`config.mk`:
```
export PLATFORM = sky130hd
export DESIGN_NAME = phy_cfg_regs
export DESIGN_NICKNAME = d
export VERILOG_FILES = /design/src/shared/phy_cfg_pkg.sv /design/src/hw/phy_cfg_regs.sv /design/src/hw/selftest_frame_gen.sv
export SDC_FILE = /design/constraint.sdc
export NUM_CORES = 1
export LEC_CHECK = 0
export ABC_AREA = 1
export BUFFER_PORTS_ARGS = -buffer_cell sky130_fd_sc_hd__buf_2
export CAP_MARGIN = 0
export CORE_ASPECT_RATIO = 2
export CORE_MARGIN = 4
export CORE_UTILIZATION = 51
export DETAILED_ROUTE_END_ITERATION = 10
export PLACE_DENSITY_LB_ADDON = 0.2
export SETUP_SLACK_MARGIN = 0.5
export SLEW_MARGIN = 20
export SYNTH_ARGS = -nofsm -noshare
export SYNTH_HDL_FRONTEND = slang
export SYNTH_SLANG_ARGS = --single-unit
```
`constraint.sdc`:
```
create_clock -name core_clk_in -period 1.9 [get_ports core_clk_in]
set_input_delay 0.095 -clock core_clk_in [delete_from_list [all_inputs] [get_ports core_clk_in]]
set_output_delay 0.095 -clock core_clk_in [all_outputs]
set_load 0.05 [all_outputs]
```
`src/shared/phy_cfg_pkg.sv`:
```
// phy_cfg_pkg: register indices, field positions, reset values and
// self-test framing constants for the transceiver configuration bank.
// assumes: a word-addressed Wishbone slave, byte address = 4 x index.
package phy_cfg_pkg;

	// ----------------------------------------------------------------
	// bus and register geometry
	// ----------------------------------------------------------------
	localparam int REG_W = 16;
	localparam int WB_DW = 32;
	localparam int WB_AW = 12;
	localparam int WB_SW = 4;
	localparam int IDX_W = 10;

	// register indices (byte address is four times the index)
	localparam logic [IDX_W-1:0] IDX_PKT_LEN = 10'h07b;
	localparam logic [IDX_W-1:0] IDX_GAP_LEN = 10'h07c;
	localparam logic [IDX_W-1:0] IDX_CLK_DLY = 10'h086;
	localparam logic [IDX_W-1:0] IDX_RX_EQ = 10'h08a;
	localparam logic [IDX_W-1:0] IDX_RX_LPF = 10'h0b3;
	localparam logic [IDX_W-1:0] IDX_RX_EQ_EN = 10'h0c0;
	localparam logic [IDX_W-1:0] IDX_CLK_OUT = 10'h0c6;
	localparam logic [IDX_W-1:0] IDX_SER_IF = 10'h0d3;
	localparam logic [IDX_W-1:0] IDX_ST_CTRL = 10'h0e0;
	localparam logic [IDX_W-1:0] IDX_ST_STAT = 10'h0e1;

	// ----------------------------------------------------------------
	// field positions
	// ----------------------------------------------------------------
	localparam int GAP_MSB = 7;
	localparam int TX_DLY_MSB = 7;
	localparam int TX_DLY_LSB = 4;
	localparam int RX_DLY_MSB = 3;
	localparam int RX_DLY_LSB = 0;
	localparam int CLK_SEL_BIT = 4;
	localparam int SIX_WIRE_BIT = 14;
	localparam int ST_RUN_BIT = 0;
	localparam int ST_BUSY_BIT = 15;
	localparam int ST_CNT_MSB = 14;

	// ----------------------------------------------------------------
	// reset values
	// ----------------------------------------------------------------
	localparam logic [REG_W-1:0] RST_PKT_LEN = 16'h05dc;
	localparam logic [7:0] RST_GAP_LEN = 8'h7d;
	localparam logic [REG_W-1:0] RST_RX_EQ = 16'h0000;
	localparam logic [REG_W-1:0] RST_RX_LPF = 16'h0000;
	localparam logic [REG_W-1:0] RST_RX_EQ_EN = 16'h0000;
	localparam logic RST_CLK_SEL = 1'b0;
	localparam logic RST_SIX_WIRE = 1'b0;
	localparam logic RST_ST_RUN = 1'b0;

	// ----------------------------------------------------------------
	// self-test framing
	// ----------------------------------------------------------------
	localparam int LEAD_NIBBLES = 13;
	localparam logic [3:0] LEAD_NIBBLE = 4'h5;
	localparam logic [7:0] SFD_BYTE = 8'hd5;
	localparam int GAP_BYTES_PER_UNIT = 4;
	localparam int NIBBLES_PER_BYTE = 2;
	localparam int CNT_W = 18;

endpackage

```
`src/hw/phy_cfg_regs.sv`:
```
// phy_cfg_regs: transceiver configuration register bank behind a
// classic Wishbone slave, driving self-test, clock delay, receiver tuning,
// clock-out select and serial interface width.
// assumes: one clock, synchronous active-low reset, delay straps are
// static pins held steady across reset release.
//
// Summary of operation
// packet length register sets generated packet bytes
// lead-in of 13 nibbles 0x5, then 0xd5
// 8-bit gap field idles between packets, 0x7d
// each gap unit adds four bytes
// reserved bits ignore writes, read zero
// tx delay code from straps, software writable
// rx delay code from straps, software writable
// select bit routes test clock to clock-out
// bit 14 picks six-wire or four-wire mode
// writable sixteen-bit receiver equalizer word
// writable sixteen-bit receiver low-pass word
// writable sixteen-bit equalizer enable word
// whole-word access, effective after bus completion
//
// Our own choice: register access over Wishbone.
`timescale 1ns/1ps

module phy_cfg_regs (
	input wire logic core_clk_in,
	input wire logic rst_b_in,
	// wishbone classic slave
	input wire logic wb_cyc_in,
	input wire logic wb_stb_in,
	input wire logic wb_we_in,
	input wire logic [phy_cfg_pkg::WB_AW-1:0] wb_adr_in,
	input wire logic [phy_cfg_pkg::WB_SW-1:0] wb_sel_in,
	input wire logic [phy_cfg_pkg::WB_DW-1:0] wb_dat_in,
	output logic [phy_cfg_pkg::WB_DW-1:0] wb_dat_out,
	output logic wb_ack_out,
	// delay straps, sampled at reset
	input wire logic [3:0] tx_delay_strap_in,
	input wire logic [3:0] rx_delay_strap_in,
	// clock-out path
	input wire logic transmit_test_clock_in,
	input wire logic normal_clock_in,
	output logic clock_out_out,
	// configuration toward the analog and interface logic
	output logic [3:0] tx_clock_delay_code_out,
	output logic [3:0] rx_clock_delay_code_out,
	output logic [phy_cfg_pkg::REG_W-1:0] receiver_equalizer_word_out,
	output logic [phy_cfg_pkg::REG_W-1:0] receiver_lowpass_word_out,
	output logic [phy_cfg_pkg::REG_W-1:0] receiver_equalizer_enable_word_out,
	output logic clock_output_select_out,
	output logic six_wire_mode_out,
	output logic serial_clock_enable_out,
	// self-test stream
	output logic [3:0] selftest_nibble_out,
	output logic selftest_valid_out,
	output logic selftest_packet_done_out
);
	import phy_cfg_pkg::*;

	// ----------------------------------------------------------------
	// strap synchronisers
	// ----------------------------------------------------------------
	// straps are pins: two flops before the reset capture reads them.
	// no reset here so the value is already settled when reset releases.
	logic [7:0] strap_s1_r;
	logic [7:0] strap_s2_r;

	always_ff @(posedge core_clk_in) begin
		strap_s1_r <= {tx_delay_strap_in, rx_delay_strap_in};
		strap_s2_r <= strap_s1_r;
	end

	// ----------------------------------------------------------------
	// wishbone front end
	// ----------------------------------------------------------------
	logic [IDX_W-1:0] idx;
	logic req;
	logic wr_commit;
	logic full_word;
	logic ack_r, ack_nxt;
	logic [WB_DW-1:0] rdat_r, rdat_nxt;
	logic [REG_W-1:0] wdat;

	assign idx = wb_adr_in[WB_AW-1:2];
	assign req = wb_cyc_in && wb_stb_in;
	assign wdat = wb_dat_in[REG_W-1:0];
	// partial-lane writes are dropped so a register never holds half a word
	assign full_word = (wb_sel_in[1:0] == 2'b11);
	// writes land on the edge where the master samples ack high
	assign wr_commit = req && wb_we_in && ack_r && full_word;

	// ----------------------------------------------------------------
	// configuration storage
	// ----------------------------------------------------------------
	logic [REG_W-1:0] pkt_len_r, pkt_len_nxt;
	logic [GAP_MSB:0] gap_len_r, gap_len_nxt;
	logic [3:0] tx_dly_r, tx_dly_nxt;
	logic [3:0] rx_dly_r, rx_dly_nxt;
	logic [REG_W-1:0] rx_eq_r, rx_eq_nxt;
	logic [REG_W-1:0] rx_lpf_r, rx_lpf_nxt;
	logic [REG_W-1:0] rx_eq_en_r, rx_eq_en_nxt;
	logic clk_sel_r, clk_sel_nxt;
	logic six_wire_r, six_wire_nxt;
	logic st_run_r, st_run_nxt;
	logic [ST_CNT_MSB:0] st_pkts_r, st_pkts_nxt;

	logic gen_busy;
	logic gen_done;

	// register write decode; unmapped indices fall through untouched
	always_comb begin
		pkt_len_nxt = pkt_len_r;
		gap_len_nxt = gap_len_r;
		tx_dly_nxt = tx_dly_r;
		rx_dly_nxt = rx_dly_r;
		rx_eq_nxt = rx_eq_r;
		rx_lpf_nxt = rx_lpf_r;
		rx_eq_en_nxt = rx_eq_en_r;
		clk_sel_nxt = clk_sel_r;
		six_wire_nxt = six_wire_r;
		st_run_nxt = st_run_r;
		st_pkts_nxt = st_pkts_r;
		// packet counter wraps; a write to the status index clears it
		if (gen_done) begin
			st_pkts_nxt = st_pkts_r + 1'b1;
		end
		if (wr_commit) begin
			case (idx)
				IDX_PKT_LEN: pkt_len_nxt = wdat;
				IDX_GAP_LEN: gap_len_nxt = wdat[GAP_MSB:0];
				IDX_CLK_DLY: begin
					// only the two nibbles are stored, bits above are dropped
					tx_dly_nxt = wdat[TX_DLY_MSB:TX_DLY_LSB];
					rx_dly_nxt = wdat[RX_DLY_MSB:RX_DLY_LSB];
				end
				IDX_RX_EQ: rx_eq_nxt = wdat;
				IDX_RX_LPF: rx_lpf_nxt = wdat;
				IDX_RX_EQ_EN: rx_eq_en_nxt = wdat;
				IDX_CLK_OUT: clk_sel_nxt = wdat[CLK_SEL_BIT];
				IDX_SER_IF: six_wire_nxt = wdat[SIX_WIRE_BIT];
				IDX_ST_CTRL: st_run_nxt = wdat[ST_RUN_BIT];
				IDX_ST_STAT: st_pkts_nxt = '0;
				default: begin
				end
			endcase
		end
	end

	// configuration registers; delays capture the synchronised straps
	always_ff @(posedge core_clk_in) begin
		if (!rst_b_in) begin
			pkt_len_r <= RST_PKT_LEN;
			gap_len_r <= RST_GAP_LEN;
			tx_dly_r <= strap_s2_r[7:4];
			rx_dly_r <= strap_s2_r[3:0];
			rx_eq_r <= RST_RX_EQ;
			rx_lpf_r <= RST_RX_LPF;
			rx_eq_en_r <= RST_RX_EQ_EN;
			clk_sel_r <= RST_CLK_SEL;
			six_wire_r <= RST_SIX_WIRE;
			st_run_r <= RST_ST_RUN;
			st_pkts_r <= '0;
		end else begin
			pkt_len_r <= pkt_len_nxt;
			gap_len_r <= gap_len_nxt;
			tx_dly_r <= tx_dly_nxt;
			rx_dly_r <= rx_dly_nxt;
			rx_eq_r <= rx_eq_nxt;
			rx_lpf_r <= rx_lpf_nxt;
			rx_eq_en_r <= rx_eq_en_nxt;
			clk_sel_r <= clk_sel_nxt;
			six_wire_r <= six_wire_nxt;
			st_run_r <= st_run_nxt;
			st_pkts_r <= st_pkts_nxt;
		end
	end

	// ----------------------------------------------------------------
	// read mux and acknowledge
	// ----------------------------------------------------------------
	// read data is latched on the request edge and presented with ack;
	// reserved bits and unmapped indices read as zero
	always_comb begin
		rdat_nxt = '0;
		ack_nxt = req && !ack_r;
		case (idx)
			IDX_PKT_LEN: rdat_nxt[REG_W-1:0] = pkt_len_r;
			IDX_GAP_LEN: rdat_nxt[GAP_MSB:0] = gap_len_r;
			IDX_CLK_DLY: begin
				rdat_nxt[TX_DLY_MSB:TX_DLY_LSB] = tx_dly_r;
				rdat_nxt[RX_DLY_MSB:RX_DLY_LSB] = rx_dly_r;
			end
			IDX_RX_EQ: rdat_nxt[REG_W-1:0] = rx_eq_r;
			IDX_RX_LPF: rdat_nxt[REG_W-1:0] = rx_lpf_r;
			IDX_RX_EQ_EN: rdat_nxt[REG_W-1:0] = rx_eq_en_r;
			IDX_CLK_OUT: rdat_nxt[CLK_SEL_BIT] = clk_sel_r;
			IDX_SER_IF: rdat_nxt[SIX_WIRE_BIT] = six_wire_r;
			IDX_ST_CTRL: rdat_nxt[ST_RUN_BIT] = st_run_r;
			IDX_ST_STAT: begin
				rdat_nxt[ST_BUSY_BIT] = gen_busy;
				rdat_nxt[ST_CNT_MSB:0] = st_pkts_r;
			end
			default: rdat_nxt = '0;
		endcase
		// drop the data again on the ack edge so it never outlives ack
		if (!req || ack_r) begin
			rdat_nxt = '0;
		end
	end

	// bus registers; ack drops the cycle after it is given
	always_ff @(posedge core_clk_in) begin
		if (!rst_b_in) begin
			ack_r <= 1'b0;
			rdat_r <= '0;
		end else begin
			ack_r <= ack_nxt;
			rdat_r <= rdat_nxt;
		end
	end

	assign wb_ack_out = ack_r;
	assign wb_dat_out = rdat_r;

	// ----------------------------------------------------------------
	// self-test generator
	// ----------------------------------------------------------------
	selftest_frame_gen u_gen (
		.core_clk_in(core_clk_in),
		.rst_b_in(rst_b_in),
		.run_in(st_run_r),
		.packet_bytes_in(pkt_len_r),
		.gap_units_in(gap_len_r),
		.nibble_out(selftest_nibble_out),
		.nibble_valid_out(selftest_valid_out),
		.packet_done_out(gen_done),
		.busy_out(gen_busy)
	);

	assign selftest_packet_done_out = gen_done;

	// ----------------------------------------------------------------
	// configuration outputs
	// ----------------------------------------------------------------
	// clock-out mux is a plain gate mux; switching it may glitch the pin,
	// acceptable since it only changes for compliance setups
	assign clock_out_out = clk_sel_r ? transmit_test_clock_in : normal_clock_in;
	assign clock_output_select_out = clk_sel_r;
	assign tx_clock_delay_code_out = tx_dly_r;
	assign rx_clock_delay_code_out = rx_dly_r;
	assign receiver_equalizer_word_out = rx_eq_r;
	assign receiver_lowpass_word_out = rx_lpf_r;
	assign receiver_equalizer_enable_word_out = rx_eq_en_r;
	assign six_wire_mode_out = six_wire_r;
	// the differential clock toward the mac exists only in six-wire mode
	assign serial_clock_enable_out = six_wire_r;

endmodule

```
`src/hw/selftest_frame_gen.sv`:
```
// selftest_frame_gen: nibble-wide self-test packet sequencer.
// assumes: length and gap come from the register bank on the same clock;
// they are sampled only at packet start so mid-packet writes are safe.
`timescale 1ns/1ps

module selftest_frame_gen (
	input wire logic core_clk_in,
	input wire logic rst_b_in,
	input wire logic run_in,
	input wire logic [phy_cfg_pkg::REG_W-1:0] packet_bytes_in,
	input wire logic [phy_cfg_pkg::GAP_MSB:0] gap_units_in,
	output logic [3:0] nibble_out,
	output logic nibble_valid_out,
	output logic packet_done_out,
	output logic busy_out
);
	import phy_cfg_pkg::*;

	typedef enum logic [2:0] {ST_IDLE, ST_LEAD, ST_SFD_LO, ST_SFD_HI, ST_BODY, ST_GAP} gen_state_t;

	gen_state_t state_r, state_nxt;
	logic [CNT_W-1:0] cnt_r, cnt_nxt;
	logic [REG_W-1:0] len_r, len_nxt;
	logic [GAP_MSB:0] gap_r, gap_nxt;
	logic [7:0] byte_r, byte_nxt;
	logic hi_r, hi_nxt;
	logic [3:0] nib_r, nib_nxt;
	logic val_r, val_nxt;
	logic done_r, done_nxt;

	localparam logic [CNT_W-1:0] LEAD_LAST = CNT_W'(LEAD_NIBBLES - 1);

	// ----------------------------------------------------------------
	// sequencing: lead-in, delimiter, body, gap
	// ----------------------------------------------------------------
	// next-state and next-output computation
	always_comb begin
		state_nxt = state_r;
		cnt_nxt = cnt_r;
		len_nxt = len_r;
		gap_nxt = gap_r;
		byte_nxt = byte_r;
		hi_nxt = hi_r;
		done_nxt = 1'b0;
		case (state_r)
			ST_IDLE: begin
				if (run_in) begin
					state_nxt = ST_LEAD;
					cnt_nxt = LEAD_LAST;
					len_nxt = packet_bytes_in;
					gap_nxt = gap_units_in;
				end
			end
			ST_LEAD: begin
				if (cnt_r == '0) begin
					state_nxt = ST_SFD_LO;
				end else begin
					cnt_nxt = cnt_r - 1'b1;
				end
			end
			ST_SFD_LO: begin
				state_nxt = ST_SFD_HI;
			end
			ST_SFD_HI: begin
				byte_nxt = 8'h00;
				hi_nxt = 1'b0;
				// a zero length sends delimiter only, then the gap
				if (len_r == '0) begin
					done_nxt = 1'b1;
					state_nxt = ST_GAP;
					cnt_nxt = CNT_W'({gap_r, 3'b000});
				end else begin
					state_nxt = ST_BODY;
					cnt_nxt = CNT_W'({len_r, 1'b0}) - 1'b1;
				end
			end
			ST_BODY: begin
				hi_nxt = ~hi_r;
				if (hi_r) begin
					byte_nxt = byte_r + 1'b1;
				end
				if (cnt_r == '0) begin
					done_nxt = 1'b1;
					state_nxt = ST_GAP;
					// four bytes per unit, two nibbles per byte
					cnt_nxt = CNT_W'({gap_r, 3'b000});
				end else begin
					cnt_nxt = cnt_r - 1'b1;
				end
			end
			ST_GAP: begin
				// gap counts down from units*8 so a zero gap costs one idle nibble
				if (cnt_r <= CNT_W'(1)) begin
					if (run_in) begin
						state_nxt = ST_LEAD;
						cnt_nxt = LEAD_LAST;
						len_nxt = packet_bytes_in;
						gap_nxt = gap_units_in;
					end else begin
						state_nxt = ST_IDLE;
					end
				end else begin
					cnt_nxt = cnt_r - 1'b1;
				end
			end
			default: begin
				state_nxt = ST_IDLE;
			end
		endcase
		// output nibble follows the state being entered
		case (state_nxt)
			ST_LEAD: nib_nxt = LEAD_NIBBLE;
			ST_SFD_LO: nib_nxt = SFD_BYTE[3:0];
			ST_SFD_HI: nib_nxt = SFD_BYTE[7:4];
			ST_BODY: nib_nxt = hi_nxt ? byte_nxt[7:4] : byte_nxt[3:0];
			default: nib_nxt = 4'h0;
		endcase
		val_nxt = (state_nxt != ST_IDLE) && (state_nxt != ST_GAP);
	end

	// state registers
	always_ff @(posedge core_clk_in) begin
		if (!rst_b_in) begin
			state_r <= ST_IDLE;
			cnt_r <= '0;
			len_r <= RST_PKT_LEN;
			gap_r <= RST_GAP_LEN;
			byte_r <= 8'h00;
			hi_r <= 1'b0;
			nib_r <= 4'h0;
			val_r <= 1'b0;
			done_r <= 1'b0;
		end else begin
			state_r <= state_nxt;
			cnt_r <= cnt_nxt;
			len_r <= len_nxt;
			gap_r <= gap_nxt;
			byte_r <= byte_nxt;
			hi_r <= hi_nxt;
			nib_r <= nib_nxt;
			val_r <= val_nxt;
			done_r <= done_nxt;
		end
	end

	assign nibble_out = nib_r;
	assign nibble_valid_out = val_r;
	assign packet_done_out = done_r;
	assign busy_out = (state_r != ST_IDLE);

endmodule

```
Word level (Yosys, flattened, before mapping)

Index checks and enable logic that the tools add are counted.

Output and inout port bits: 99
Bits in registers: 207
Word-level logic and storage cells: 130

$lt $le $gt $ge: 1
Bitwise logic cells: 2
Add/sub/neg operators: 4
Mux-type cells: 44
Equality and inequality tests: 25
Reductions and logical operators: 29

Operators by type and width:

| kind                                                                    | number |
|---|---|
| 18-bit 2-to-1 mux                                                       | 5 |
| 18-bit one-hot mux with 5 select lines                                  | 1 |
| 10-bit by 8-bit equality test with 1-bit output (second input constant) | 8 |
| 15-bit 2-to-1 mux                                                       | 3 |
| 3-bit one-hot mux with 7 select lines                                   | 2 |
| 16-bit 2-to-1 mux                                                       | 2 |
| 16-bit one-hot mux with 2 select lines                                  | 1 |
| 8-bit one-hot mux with 2 select lines                                   | 2 |
| 6-bit one-hot mux with 5 select lines                                   | 1 |
| 4-bit 2-to-1 mux                                                        | 7 |
| 8-bit 2-to-1 mux                                                        | 3 |
| 2-bit AND reduction                                                     | 11 |
| 10-bit by 7-bit equality test with 1-bit output (second input constant) | 2 |
| 18-bit by 1-bit <= comparator with 1-bit output (second input constant) | 1 |
| 18-bit logical NOT                                                      | 1 |
| 3-bit one-hot mux with 6 select lines                                   | 1 |
| 17-bit by 1-bit subtractor with 18-bit output (second input constant)   | 1 |
| 18-bit by 1-bit subtractor with 18-bit output (second input constant)   | 1 |
| 16-bit logical NOT                                                      | 1 |
| 1-bit one-hot mux with 8 select lines                                   | 2 |
| 15-bit by 1-bit adder with 15-bit output (second input constant)        | 1 |
| 3-bit by 2-bit equality test with 1-bit output (second input constant)  | 4 |
| 3-bit 2-to-1 mux                                                        | 4 |
| 4-bit one-hot mux with 3 select lines                                   | 1 |
| other kinds (20)                                                        | 39 |

Depth between registers and ports, before layout

Gate-level depths: netlist of the first run.

Word-level depth: 6
Depth in mapped cells: 12

Modules after synthesis

Synthesis of the first run repeated with hierarchy kept, for this count alone.

Cell total of the unflattened synthesis: 1295
Area total of the unflattened synthesis: 9263.9 um2

Modules (own cells, without submodules):

| module             | cells an instance | times used | area an instance (um2) | seq. area each (um2) |
|---|---|---|---|---|
| phy_cfg_regs       | 712               | 1          | 5570.3                 | 2702.6 |
| selftest_frame_gen | 583               | 1          | 3693.5                 | 1201.2 |

Worst setup path before layout of the first run

OpenSTA, ideal clock, no wires.

Path kind: register to register
Start: reg u_gen.cnt_r[0]
End: reg u_gen.len_r[10]
Data required time: 1777 ps
Slack: 33 ps
Cell stages (with the launch flop): 11
Arrival time: 1744 ps
Period minus slack after synthesis: 1867 ps
Path through: dfxtp_1 -> inv_1 -> ha_1 -> or2_2 -> nand4_2 -> nor2_2 -> nor2_2 -> inv_2 -> buf_4 -> a21oi_1 -> o21ai_0

Cells in the longest elaborated chain, start to end: 3

RTL lines:

| element                                            | line                      | source |
|---|---|---|
| from (decl)                                        | selftest_frame_gen.sv:22  | `logic [CNT_W-1:0] cnt_r, cnt_nxt;` |
| from (signal assigned)                             | selftest_frame_gen.sv:135 | `cnt_r <= cnt_nxt;` |
| 18-bit by 1-bit <= comparator with 1-bit output    | selftest_frame_gen.sv:93  | `if (cnt_r <= CNT_W'(1)) begin` |
| 2-bit by 1-bit != test with 1-bit output (no line) | n/a                       |  |
| 2-bit AND reduction (no line)                      | n/a                       |  |
| to (signal assigned)                               | selftest_frame_gen.sv:136 | `len_r <= len_nxt;` |
| to (decl)                                          | selftest_frame_gen.sv:23  | `logic [REG_W-1:0] len_r, len_nxt;` |

No other way between the ends.
A chain may end at the register's enable or synchronous reset.

Worst setup path after layout of the first run

Start: reg u_gen.cnt_r[0]
End: reg u_gen.gap_r[6]

Cells in the longest elaborated chain, start to end: 3

RTL lines:

| element                                            | line                      | source |
|---|---|---|
| 18-bit by 1-bit <= comparator with 1-bit output    | selftest_frame_gen.sv:93  |  |
| 2-bit by 1-bit != test with 1-bit output (no line) | n/a                       |  |
| 2-bit AND reduction (no line)                      | n/a                       |  |
| to (signal assigned)                               | selftest_frame_gen.sv:137 | `gap_r <= gap_nxt;` |
| to (decl)                                          | selftest_frame_gen.sv:24  | `logic [GAP_MSB:0] gap_r, gap_nxt;` |

No other way between the ends.

==> results of run 1 <==
==> metal layers <==
metal,vias to the layer above,GRT usage,share of wire
li1,4595,-,-
met1,4525,0.280,0.31
met2,391,0.569,0.56
met3,153,0.0397,0.042
met4,0,0.237,0.089
met5,-,0,0
==> worst min-delay path, stage by stage <==
cell and delay [ns]:
buf_2 0.12, o21ai_0 0.09, a21oi_1 0.13
==> registers in the layout, summed over array words and instances (netlist names), 3 cells and up <==
name	cells
receiver_equalizer_enable_word_out	16
rx_clock_delay_code_out	4
u_gen.byte_r	8
u_gen.gap_r	8
tx_clock_delay_code_out	4
gap_len_r	8
strap_s1_r	8
pkt_len_r	16
u_gen.state_r	3
receiver_lowpass_word_out	16
st_pkts_r	15
u_gen.cnt_r	18
receiver_equalizer_word_out	16
u_gen.len_r	16
wb_dat_out	16
u_gen.nibble_out	4
strap_s2_r	8
==> layout make-up <==
type	instances	share of cell area
antenna	2	0.000400
timing repair buffer	274	0.171
clock inverter	13	0.0105
sequential	191	0.316
inverter	142	0.0451
tap	210	0.0210
multi-input combinational	881	0.400
clock buffer	19	0.0354
timing repair inverter	1	0.000600
==> path summary, 6_finish.rpt <==
check	startpoint	to	slack, ns	cells past startpoint
hold / removal	wb_dat_in[14]	serial_clock_enable_out	0.04	3
setup / recovery	u_gen.cnt_r[0]	u_gen.gap_r[6]	0.13	9
setup reg to reg	u_gen.cnt_r[0]	u_gen.gap_r[6]	0.13	9
hold reg to reg	strap_s1_r[4]	strap_s2_r[4]	0.33	0
==> layout by cell type (no fill, tap or decap), types with 22 or more instances in the layout <==
cell and count:
a21oi_1 91, dlygate4sd3_1 22, nor2_1 81, buf_6 28, buf_2 125, nand2_2 34, buf_4 81, nor2_4 32
clkbuf_16 22, inv_1 122, nand2_1 257, xor2_1 22, nor3_1 24, nand3_1 57, dfxtp_1 156, o21ai_0 89
==> power by group <==
part           switching (mW)  leakage, nW  internal (mW)
registers              0.0151         1.57           4.05
logic                   0.313         3.85          0.116
clock network            1.65        0.282           1.88
total                    1.98         5.71           6.04
==> per-stage QoR <==
stage	utilization	hold slack, ns
floorplan	-	0.123
global placement	0.600	0.199
detailed placement	0.600	0.199
CTS	0.681	0.0254
global route	0.725	0.0375
finish	0.725	0.0392
==> kinds of logic after synthesis <==
logic type | share of synthesized area
other | 0.000418
DFF | 0.435
AOI/OAI and AO/OA | 0.169
xor gates and xnor gates | 0.0273
buffers and inverters | 0.0952
and+or+nand+nor | 0.265
adders and majority gates | 0.00836
==> timing repair <==
item                                   in CTS  in global routing
pin swaps                                  33                 50
gates cloned                                7                  9
resized for setup                          95                137
endpoints found under the hold margin      41                  0
setup endpoints to repair                 129                158
hold buffers                               22                  0
buffers inserted                           28                 24
==> results.md, run 1 <==
- Die X: 102 um
- #FFs+latches synth: 191
- Crit path DAT: between 2 and 2.5 ns
- Clock buffer depth: 2
- CTS tree: yes
- Synth async-reset ratio: 0
- Post-synth cell types: 48
- Die H: 196 um
- Worst Path Required: 2.20 ns
- Largest net degree at the start of global routing: 103
- Max incr delay on CP: 0.38 ns
- Final Hold Viols: 0
- CTS H-Tree Depth: 4
- Full die area: 19900 um^2
- Worst path bufs/invs: 3
- Setup tns final: 0 ns
- Fillers: 1343
- Fin area: 12500 um^2
- Area of the multi-input gates: 5010 um^2
- Cell Area, Placed: 10400 um^2
- Pre-CTS WS: just over 0.08 ns
- Clk Tree Root Cell: clkbuf_16
- Area share of the largest cell type after synthesis: 0.408
- Ys flop type: dfxtp_1
- Area added between synthesis and finish: 39.5%
- Max_cap viols: 0
- I/O Pins: 162
- GPL Wtd Cong: 0.982
- Top-count cell post-synth: nand2_1
- Post-placement cell count: 1609
- Mapped Avg Cell Area: 7.15 um^2
- Peak VDD IR: 0.656 mV
- Core area: 17300 um^2
- Crit path cell chain: inv_4, ha_4, or2_4, nand4_4, nor2_4, nor2_4, buf_6, buf_16, o211ai_1
- Power Total: 8.02 mW
- Class of the worst hold path: in -> reg
- Max Slew Vio Count: 0
- Top cell by count, worst path: nor2_4
- GR Overflow Total: 0
- Num CTS Buffers: 17
- Clock Pin Slew Worst Setup and Hold Paths: 0.07 ns
- Critical Path Fanout Max: 7
- Initial Util: 0.520
- Iter 0 DRT Violations: 531
- Drt drc: 0
- Clk sinks: 191
- Routed vias: around 9700
- Cell taking the most area after synthesis: dfxtp_1
- Routed wire per std cell: 18.7 um
- RSZ-0062 raised after global routing: true
- Syn Inst Count: about 1300
- Total track usage: 0.304
- Synth top area cells: dfxtp_1 (41%), nand2_1 (13%), o21ai_0 (6.2%)
- CP Capture Type: flip-flop
- Yosys warnings: 0
- I/O Buffers: 125
- Site row count: 68
- Drt pass-1 iters: 5
- Nets@finish: approximately 1600
- CP startpoint kind: flip-flop
- WL final: 32400 um
- Final setup violation count: 0
- Final antenna-violating net count: 0
- Clock latency on the worst-skew pair: roughly 0.43 ns
- Post-synthesis sequential area ratio: 0.435
- HPWL Detailed: 22100 um
- CP max-delay cell: dfxtp_4
- Skew final: 0.00869 ns
- Leak: around 5.7 nW
- First-pass GRT wire length: around 47000 um
- Fin worst setup slack: 0.134 ns
- Crit share post-route: 0.930
- Post-synth top cells: nand2_1 (299), dfxtp_1 (183), inv_1 (138), nor2_1 (125), o21ai_0 (112)
- Vias in the first global route: between 9000 and 10000
- Post-synth EDFFs: 8
- Cell Pwr Density: about 640 nW/um^2
- Fin crit period: between 1.5 and 2 ns
- Via density: 5.58
- Non-filler instance count after layout: 1733
- Crit path max-delay family: simple AND/OR/NAND/NOR gates
- Layout cell share with drive strength beyond 1: 0.323
- Cell Area, Synth: 8980 um^2
- Max Freq: 566 MHz
- Initial antenna violation count: 2
- Slew headroom: 0.660
- Crit Path Class: reg -> reg
- Outcome: completed
- FF/Latch Area: about 4000 um^2
- Worst-Margin Slew: 0.506 ns
(Power assumes the default switching activity.)
==> run 2: changes to the inputs <==
--- a/config.mk
+++ b/config.mk
@@ -17,4 +17,5 @@
 export SLEW_MARGIN = 20
 export SYNTH_ARGS = -nofsm -noshare
 export SYNTH_HDL_FRONTEND = slang
+export SYNTH_HIERARCHICAL = 1
 export SYNTH_SLANG_ARGS = --single-unit
==> run 2 against run 1 <==
Die area increased by 3.0%. Largest power group unchanged. Area after synthesis rose by 3.2%. Critical path depth is 2 higher. Count of clock-buffer cells in the layout is 3 higher. Final cell count is 3.5% higher.
==> results.md, run 2 <==
- Clk Tree Root Cell: clkbuf_16 (unchanged)
- Post-synth EDFFs: 8 (unchanged)
- Vias in the first global route: 10200 (was 9436)
- Worst-Margin Slew: 0.686 ns (was 0.506 ns)
- Min Hold Slack: 0.0640 ns (was 0.0392 ns)
- Power Total: 8.45 mW (was 8.02 mW)
- Cell Pwr Density: 626 nW/um^2 (was 641 nW/um^2)
- Crit path DAT: 2.21 ns (was 2.06 ns)
- #FFs+latches synth: 191 (unchanged)
- Final antenna-violating net count: 0 (unchanged)
- N_diodes: 0 (was 2)
- CP startpoint kind: flip-flop (unchanged)
- Clock Pin Slew Worst Setup and Hold Paths: 0.07 ns (about the same)
- Most common cell after layout, fill and taps aside: nand2_1 (unchanged)
- Worst Path Required: 2.27 ns (was 2.20 ns)
- Routed vias: 10400 (was 9664)
- Full die area: 20500 um^2 (was 19900 um^2)
- CTS H-Tree Depth: 4 (unchanged)
- Setup tns final: 0 ns (unchanged)
- Clk sinks: 191 (unchanged)
- CTS tree: yes (unchanged)
- First-pass GRT wire length: 51100 um (was 46700 um)
- Outcome: completed (unchanged)
- I/O Pins: 162 (unchanged)
- Clock buffer depth: 2 (unchanged)
- WL final: 35400 um (was 32400 um)
- Total track usage: 0.328 (was 0.304)
- Nets@finish: 1635 (was 1577)
- I/O Buffers: 125 (unchanged)
- Crit Path Class: reg -> reg (unchanged)
- Largest Register: u_gen/cnt_r (was u_gen.cnt_r)
- Commonest cells after routing, fill and taps aside: nand2_1 (277), dfxtp_1 (160), nor2_1 (134), buf_2 (124), inv_1 (95) (was nand2_1 (257), dfxtp_1 (156), buf_2 (125), inv_1 (122), a21oi_1 (91))
- Area share of the largest cell type after synthesis: 0.395 (was 0.408)
- Final Hold Viols: 0 (unchanged)
- Class of the worst hold path: in -> reg (unchanged)
- Slew headroom: 0.542 (was 0.660)
- Mapped Avg Cell Area: 7.15 um^2 (about the same)
- Layout cell share with drive strength beyond 1: 0.379 (was 0.323)
- Cell taking the most area after synthesis: dfxtp_1 (unchanged)
- Area added between synthesis and finish: 45.7% (was 39.5%)
- Skew final: 0.0117 ns (was 0.00869 ns)
- Max Slew Vio Count: 0 (unchanged)
- Synth async-reset ratio: 0 (unchanged)
- Routed wire per std cell: 19.7 um (was 18.7 um)
- Crit share post-route: 0.968 (was 0.930)
- Fin crit period: 1.84 ns (was 1.77 ns)
- Site row count: 69 (was 68)
- Post-synth cell types: 43 (was 48)
- Critical Path Fanout Max: 6 (was 7)
- Drt pass-1 iters: 5 (unchanged)
- Yosys warnings: 6 (was 0)
- Peak VDD IR: 0.918 mV (was 0.656 mV)
- Final setup violation count: 0 (unchanged)
- GPL Wtd Cong: 0.987 (was 0.982)
- Die X: 103 um (was 102 um)
- Synth top area cells: dfxtp_1 (40%), nand2_1 (12%), nor2_1 (7.1%) (was dfxtp_1 (41%), nand2_1 (13%), o21ai_0 (6.2%))
- Core area: 17800 um^2 (was 17300 um^2)
- Max_cap viols: 0 (unchanged)
- Initial antenna violation count: 0 (was 2)
- Max reg flops: 18 (unchanged)
- Die H: 199 um (was 196 um)
- Num CTS Buffers: 17 (unchanged)
- Post-synth top cells: nand2_1 (303), dfxtp_1 (183), nor2_1 (175), inv_1 (102), o21ai_0 (100) (was nand2_1 (299), dfxtp_1 (183), inv_1 (138), nor2_1 (125), o21ai_0 (112))
- Via density: 5.78 (was 5.58)
- Drt drc: 0 (unchanged)
- Syn Inst Count: 1295 (was 1256)
- Max Freq: 544 MHz (was 566 MHz)
- HPWL Detailed: 22700 um (was 22100 um)
- GR Overflow Total: 0 (unchanged)
- Leak: 5.95 nW (was 5.71 nW)
- CP Capture Type: flip-flop (unchanged)
- Iter 0 DRT Violations: 755 (was 531)
- Top-count cell post-synth: nand2_1 (unchanged)
- Post-synthesis sequential area ratio: 0.421 (was 0.435)
- Cell Area, Synth: 9260 um^2 (was 8980 um^2)
- Initial Util: 0.521 (was 0.520)
- Largest net degree at the start of global routing: 46 (was 103)
- Clock latency on the worst-skew pair: 0.44 ns (was 0.43 ns)
- RSZ-0062 raised after global routing: true (unchanged)
- Ys flop type: dfxtp_1 (unchanged)
-- run 2: what timing repair did --
item	in CTS	in global routing
pin swaps	59	44
gates resized for setup	236	128
buffers inserted	56	24
hold buffers	19	0
setup endpoints to repair	163	157
hold endpoints to repair	36	0
gates cloned	10	3
-- run 2: worst max-delay path: stages (launching register included) --
cell and delay, ns:
dfxtp_4 0.36, nor2_4 0.17, nand2_2 0.12, nor2_4 0.14, nand3_4 0.13, nand2_4 0.12, nand3_4 0.08, o21ai_4 0.13
buf_6 0.17, buf_16 0.13, nand2_1 0.07, nand3_1 0.11
-- run 2: where the power goes --
part / total, mW / switching [mW] / internal [mW] / leakage, nW
sequential: 4.07 / 0.0149 / 4.05 / 1.57
clock: 3.91 / 1.63 / 2.28 / 0.312
combinational: 0.470 / 0.347 / 0.123 / 4.06
total: 8.45 / 1.99 / 6.46 / 5.95
-- run 2: layer usage --
| layer | share of wire | routed length (um) | track usage | vias up |
|---|---|---|---|---|
| met3 | 0.058 | 2040 | 0.0456 | 223 |
| li1 | - | - | - | 4754 |
| met2 | 0.53 | 18700 | 0.587 | 553 |
| met1 | 0.31 | 11100 | 0.311 | 4834 |
| met5 | 0 | 0 | 0 | - |
| met4 | 0.098 | 3450 | 0.289 | 0 |
-- run 2: cell type report --
cell class                      count  area [um^2]
Timing Repair inverter              3         31.3
Tap cell                          213          267
Inverter                          116          480
Timing Repair Buffer              288         2410
Clock inverter                     10          144
Fill cell                        1237         4290
Multi-Input combinational cell    950         5710
Sequential cell                   191         3950
Clock buffer                       22          497
-- run 2: stage by stage --
stage / util / area, um^2 / setup WS (ns) / instances
finish: 0.759 / 13500 / 0.0615 / 1793
global placement: 0.592 / 10500 / 0.126 / 1649
global route: 0.759 / 13500 / 0.0127 / 1793
floorplan: - / 9550 / 0.360 / 1310
CTS: 0.718 / 12800 / 0.183 / 1766
detailed placement: 0.592 / 10500 / 0.102 / 1649
-- run 2: worst paths after layout --
check	startpoint	to	slack, ns	cells past startpoint
min reg2reg	strap_s1_r[3]	strap_s2_r[3]	0.32	0
max reg2reg	u_gen/cnt_r[3]	u_gen/len_r[4]	0.06	11
min	wb_dat_in[2]	receiver_equalizer_word_out[2]	0.06	3
max	u_gen/cnt_r[3]	u_gen/len_r[4]	0.06	11
-- run 2: cell families after synthesis --
logic type,Yosys count,share of synthesized area
compound gates,236,0.137
xor+xnor,27,0.0255
fa+ha+maj,5,0.00675
buf+inv,170,0.0843
flops,191,0.421
mux,1,0.00122
other cells,1,0.000405
simple gates,664,0.323
==> run 3: changes to the inputs <==
--- a/config.mk
+++ b/config.mk
@@ -12,10 +12,9 @@
 export CORE_MARGIN = 4
 export CORE_UTILIZATION = 51
 export DETAILED_ROUTE_END_ITERATION = 10
-export PLACE_DENSITY_LB_ADDON = 0.2
+export PLACE_DENSITY_LB_ADDON = 0.05
 export SETUP_SLACK_MARGIN = 0.5
 export SLEW_MARGIN = 20
 export SYNTH_ARGS = -nofsm -noshare
 export SYNTH_HDL_FRONTEND = slang
-export SYNTH_HIERARCHICAL = 1
 export SYNTH_SLANG_ARGS = --single-unit
==> run 3 against run 2 <==
Maximum frequency rose by 5.9%. Die area fell by 2.9%. Routed wire length fell by 10%. Total power fell by 3.3%. Worst setup slack improved by 0.10 ns. Sequential cell count did not move. Critical endpoint is now u_gen.len_r[1]. Highest routed layer unchanged.
==> results.md, run 3 (synthesis gave the netlist of run 1 again) <==
- Outcome: completed (unchanged)
- CTS H-Tree Depth: 4 (unchanged)
- Cell Pwr Density: 646 nW/um^2 (was 626 nW/um^2)
- Clock Pin Slew Worst Setup and Hold Paths: 0.08 ns (was 0.07 ns)
- Slew headroom: 0.645 (was 0.542)
- I/O Buffers: 125 (unchanged)
- Area added between synthesis and finish: 40.9% (was 45.7%)
- Min Hold Slack: 0.0902 ns (was 0.0640 ns)
- Setup tns final: 0 ns (unchanged)
- Core area: 17300 um^2 (was 17800 um^2)
- Clk sinks: 191 (unchanged)
- Nets@finish: 1585 (was 1635)
- Crit path DAT: 2.10 ns (was 2.21 ns)
- CTS tree: yes (unchanged)
- Leak: 5.77 nW (was 5.95 nW)
- Clk Tree Root Cell: clkbuf_16 (unchanged)
- Fin crit period: 1.74 ns (was 1.84 ns)
- Final antenna-violating net count: 0 (unchanged)
- Drt drc: 0 (unchanged)
- Initial antenna violation count: 0 (unchanged)
- Site row count: 68 (was 69)
- Drt pass-1 iters: 6 (was 5)
- Final setup violation count: 0 (unchanged)
- Crit path cell chain: inv_6, ha_4, or2_4, nand4_4, nor2_4, nor2_4, buf_6, buf_12, o21ai_2, a21oi_1 (was nor2_4, nand2_2, nor2_4, nand3_4, nand2_4, nand3_4, o21ai_4, buf_6, buf_16, nand2_1, nand3_1)
- Class of the worst hold path: in -> reg (unchanged)
- Largest net degree at the start of global routing: 103 (was 46)
- Final Hold Viols: 0 (unchanged)
- Max Slew Vio Count: 0 (unchanged)
- RSZ-0062 raised after global routing: true (unchanged)
- HPWL Detailed: 21800 um (was 22700 um)
- Most common cell after layout, fill and taps aside: nand2_1 (unchanged)
- Top cell by count, worst path: nor2_4
- CP startpoint kind: flip-flop (unchanged)
- N_diodes: 0 (unchanged)
- CP Capture Type: flip-flop (unchanged)
- Layout cell share with drive strength beyond 1: 0.330 (was 0.379)
- Peak VDD IR: 0.662 mV (was 0.918 mV)
- Total track usage: 0.311 (was 0.328)
- Vias in the first global route: 9298 (was 10200)
- Max Freq: 576 MHz (was 544 MHz)
- Clock latency on the worst-skew pair: 0.44 ns (about the same)
- Crit Path Class: reg -> reg (unchanged)
- Power Total: 8.17 mW (was 8.45 mW)
- Max incr delay on CP: 0.38 ns (was 0.36 ns)
- Routed vias: 9519 (was 10400)
- Max_cap viols: 0 (unchanged)
- Worst Path Required: 2.26 ns (was 2.27 ns)
- Worst-Margin Slew: 0.528 ns (was 0.686 ns)
- Clock buffer depth: 2 (unchanged)
- I/O Pins: 162 (unchanged)
- Die X: 102 um (was 103 um)
- Initial Util: 0.520 (was 0.521)
- Commonest cells after routing, fill and taps aside: nand2_1 (257), dfxtp_1 (156), buf_2 (125), inv_1 (122), a21oi_1 (91) (was nand2_1 (277), dfxtp_1 (160), nor2_1 (134), buf_2 (124), inv_1 (95))
- Full die area: 19900 um^2 (was 20500 um^2)
- GPL Wtd Cong: 0.987 (about the same)
- Crit share post-route: 0.913 (was 0.968)
- Die H: 196 um (was 199 um)
- GR Overflow Total: 0 (unchanged)
- Layout Utilization: 0.732 (was 0.759)
- Via density: 5.47 (was 5.78)
- CP max-delay cell: dfxtp_4 (unchanged)
- Routed wire per std cell: 18.3 um (was 19.7 um)
- WL final: 31700 um (was 35400 um)
- Skew final: 0.0105 ns (was 0.0117 ns)
- First-pass GRT wire length: 47500 um (was 51100 um)
- Num CTS Buffers: 17 (unchanged)
- Largest Register: u_gen.cnt_r (was u_gen/cnt_r)
- Iter 0 DRT Violations: 534 (was 755)
- Max reg flops: 18 (unchanged)
- Critical Path Fanout Max: 7 (was 6)
[run 3: cell count changes in the layout (fill, tap and decap cells not counted), sizes merged, moves of 12 or more]
cell / delta
a21oi: +20
nor3: +14
nor2: -66
nand2: -12
nand3: -37
buf: -13
inv: +23
[run 3: worst paths after layout]
| kind | start | endpoint | slack (ns) | cells after the start |
|---|---|---|---|---|
| max | u_gen.cnt_r[1] | u_gen.len_r[1] | 0.16 | 10 |
| min | wb_dat_in[1] | receiver_lowpass_word_out[1] | 0.09 | 3 |
| max reg2reg | u_gen.cnt_r[1] | u_gen.len_r[1] | 0.16 | 10 |
| min reg2reg | strap_s1_r[7] | strap_s2_r[7] | 0.33 | 0 |
[run 3: per-stage QoR]
step / instance area, um^2 / setup WS (ns) / cells
floorplan: 9290 / 0.298 / 1271
global placement: 10400 / 0.0800 / 1610
detailed placement: 10400 / 0.0990 / 1610
CTS: 12000 / 0.195 / 1709
global route: 12600 / 0.0759 / 1739
finish: 12600 / 0.164 / 1739
[run 3: area by class of cell]
class                           count  area (um^2)
Fill cell                        1394         4630
Clock buffer                       22          474
Tap cell                          210          263
Timing Repair Buffer              280         2210
Timing Repair inverter              3         21.3
Multi-Input combinational cell    881         5020
Sequential cell                   191         3960
Inverter                          142          576
Clock inverter                     10          125
[run 3: where the power goes]
part	total [mW]	switching (mW)	internal (mW)	leakage (nW)
Combinational	0.448	0.322	0.126	3.91
Clock	3.66	1.59	2.06	0.288
Sequential	4.06	0.0122	4.05	1.57
Total	8.17	1.93	6.24	5.77
[run 3: what timing repair did]
item                                   CTS  global route
gates resized for setup                122           109
buffers inserted                        34            26
hold buffers                            23             0
endpoints found under the hold margin   46             0
pin swaps                               25            39
cloned                                  10             4
setup endpoints to repair              145           151
[run 3: critical path: cells and delay by family, from the launching register on]
kind / cells / cell delay, ns
AND/OR/NAND/NOR: 4 / 0.59
flip-flops: 1 / 0.38
buffers and inverters: 3 / 0.33
AO/OA/AOI/OAI: 2 / 0.19
adder cells (fa/ha/maj): 1 / 0.17
[run 3: per-layer routing]
metal | share of wire | vias up | routed length, um | GRT usage
met3 | 0.041 | 131 | 1290 | 0.0422
met2 | 0.55 | 325 | 17500 | 0.569
met1 | 0.33 | 4466 | 10400 | 0.306
li1 | - | 4597 | - | -
met5 | 0 | - | 0 | 0
met4 | 0.078 | 0 | 2490 | 0.232
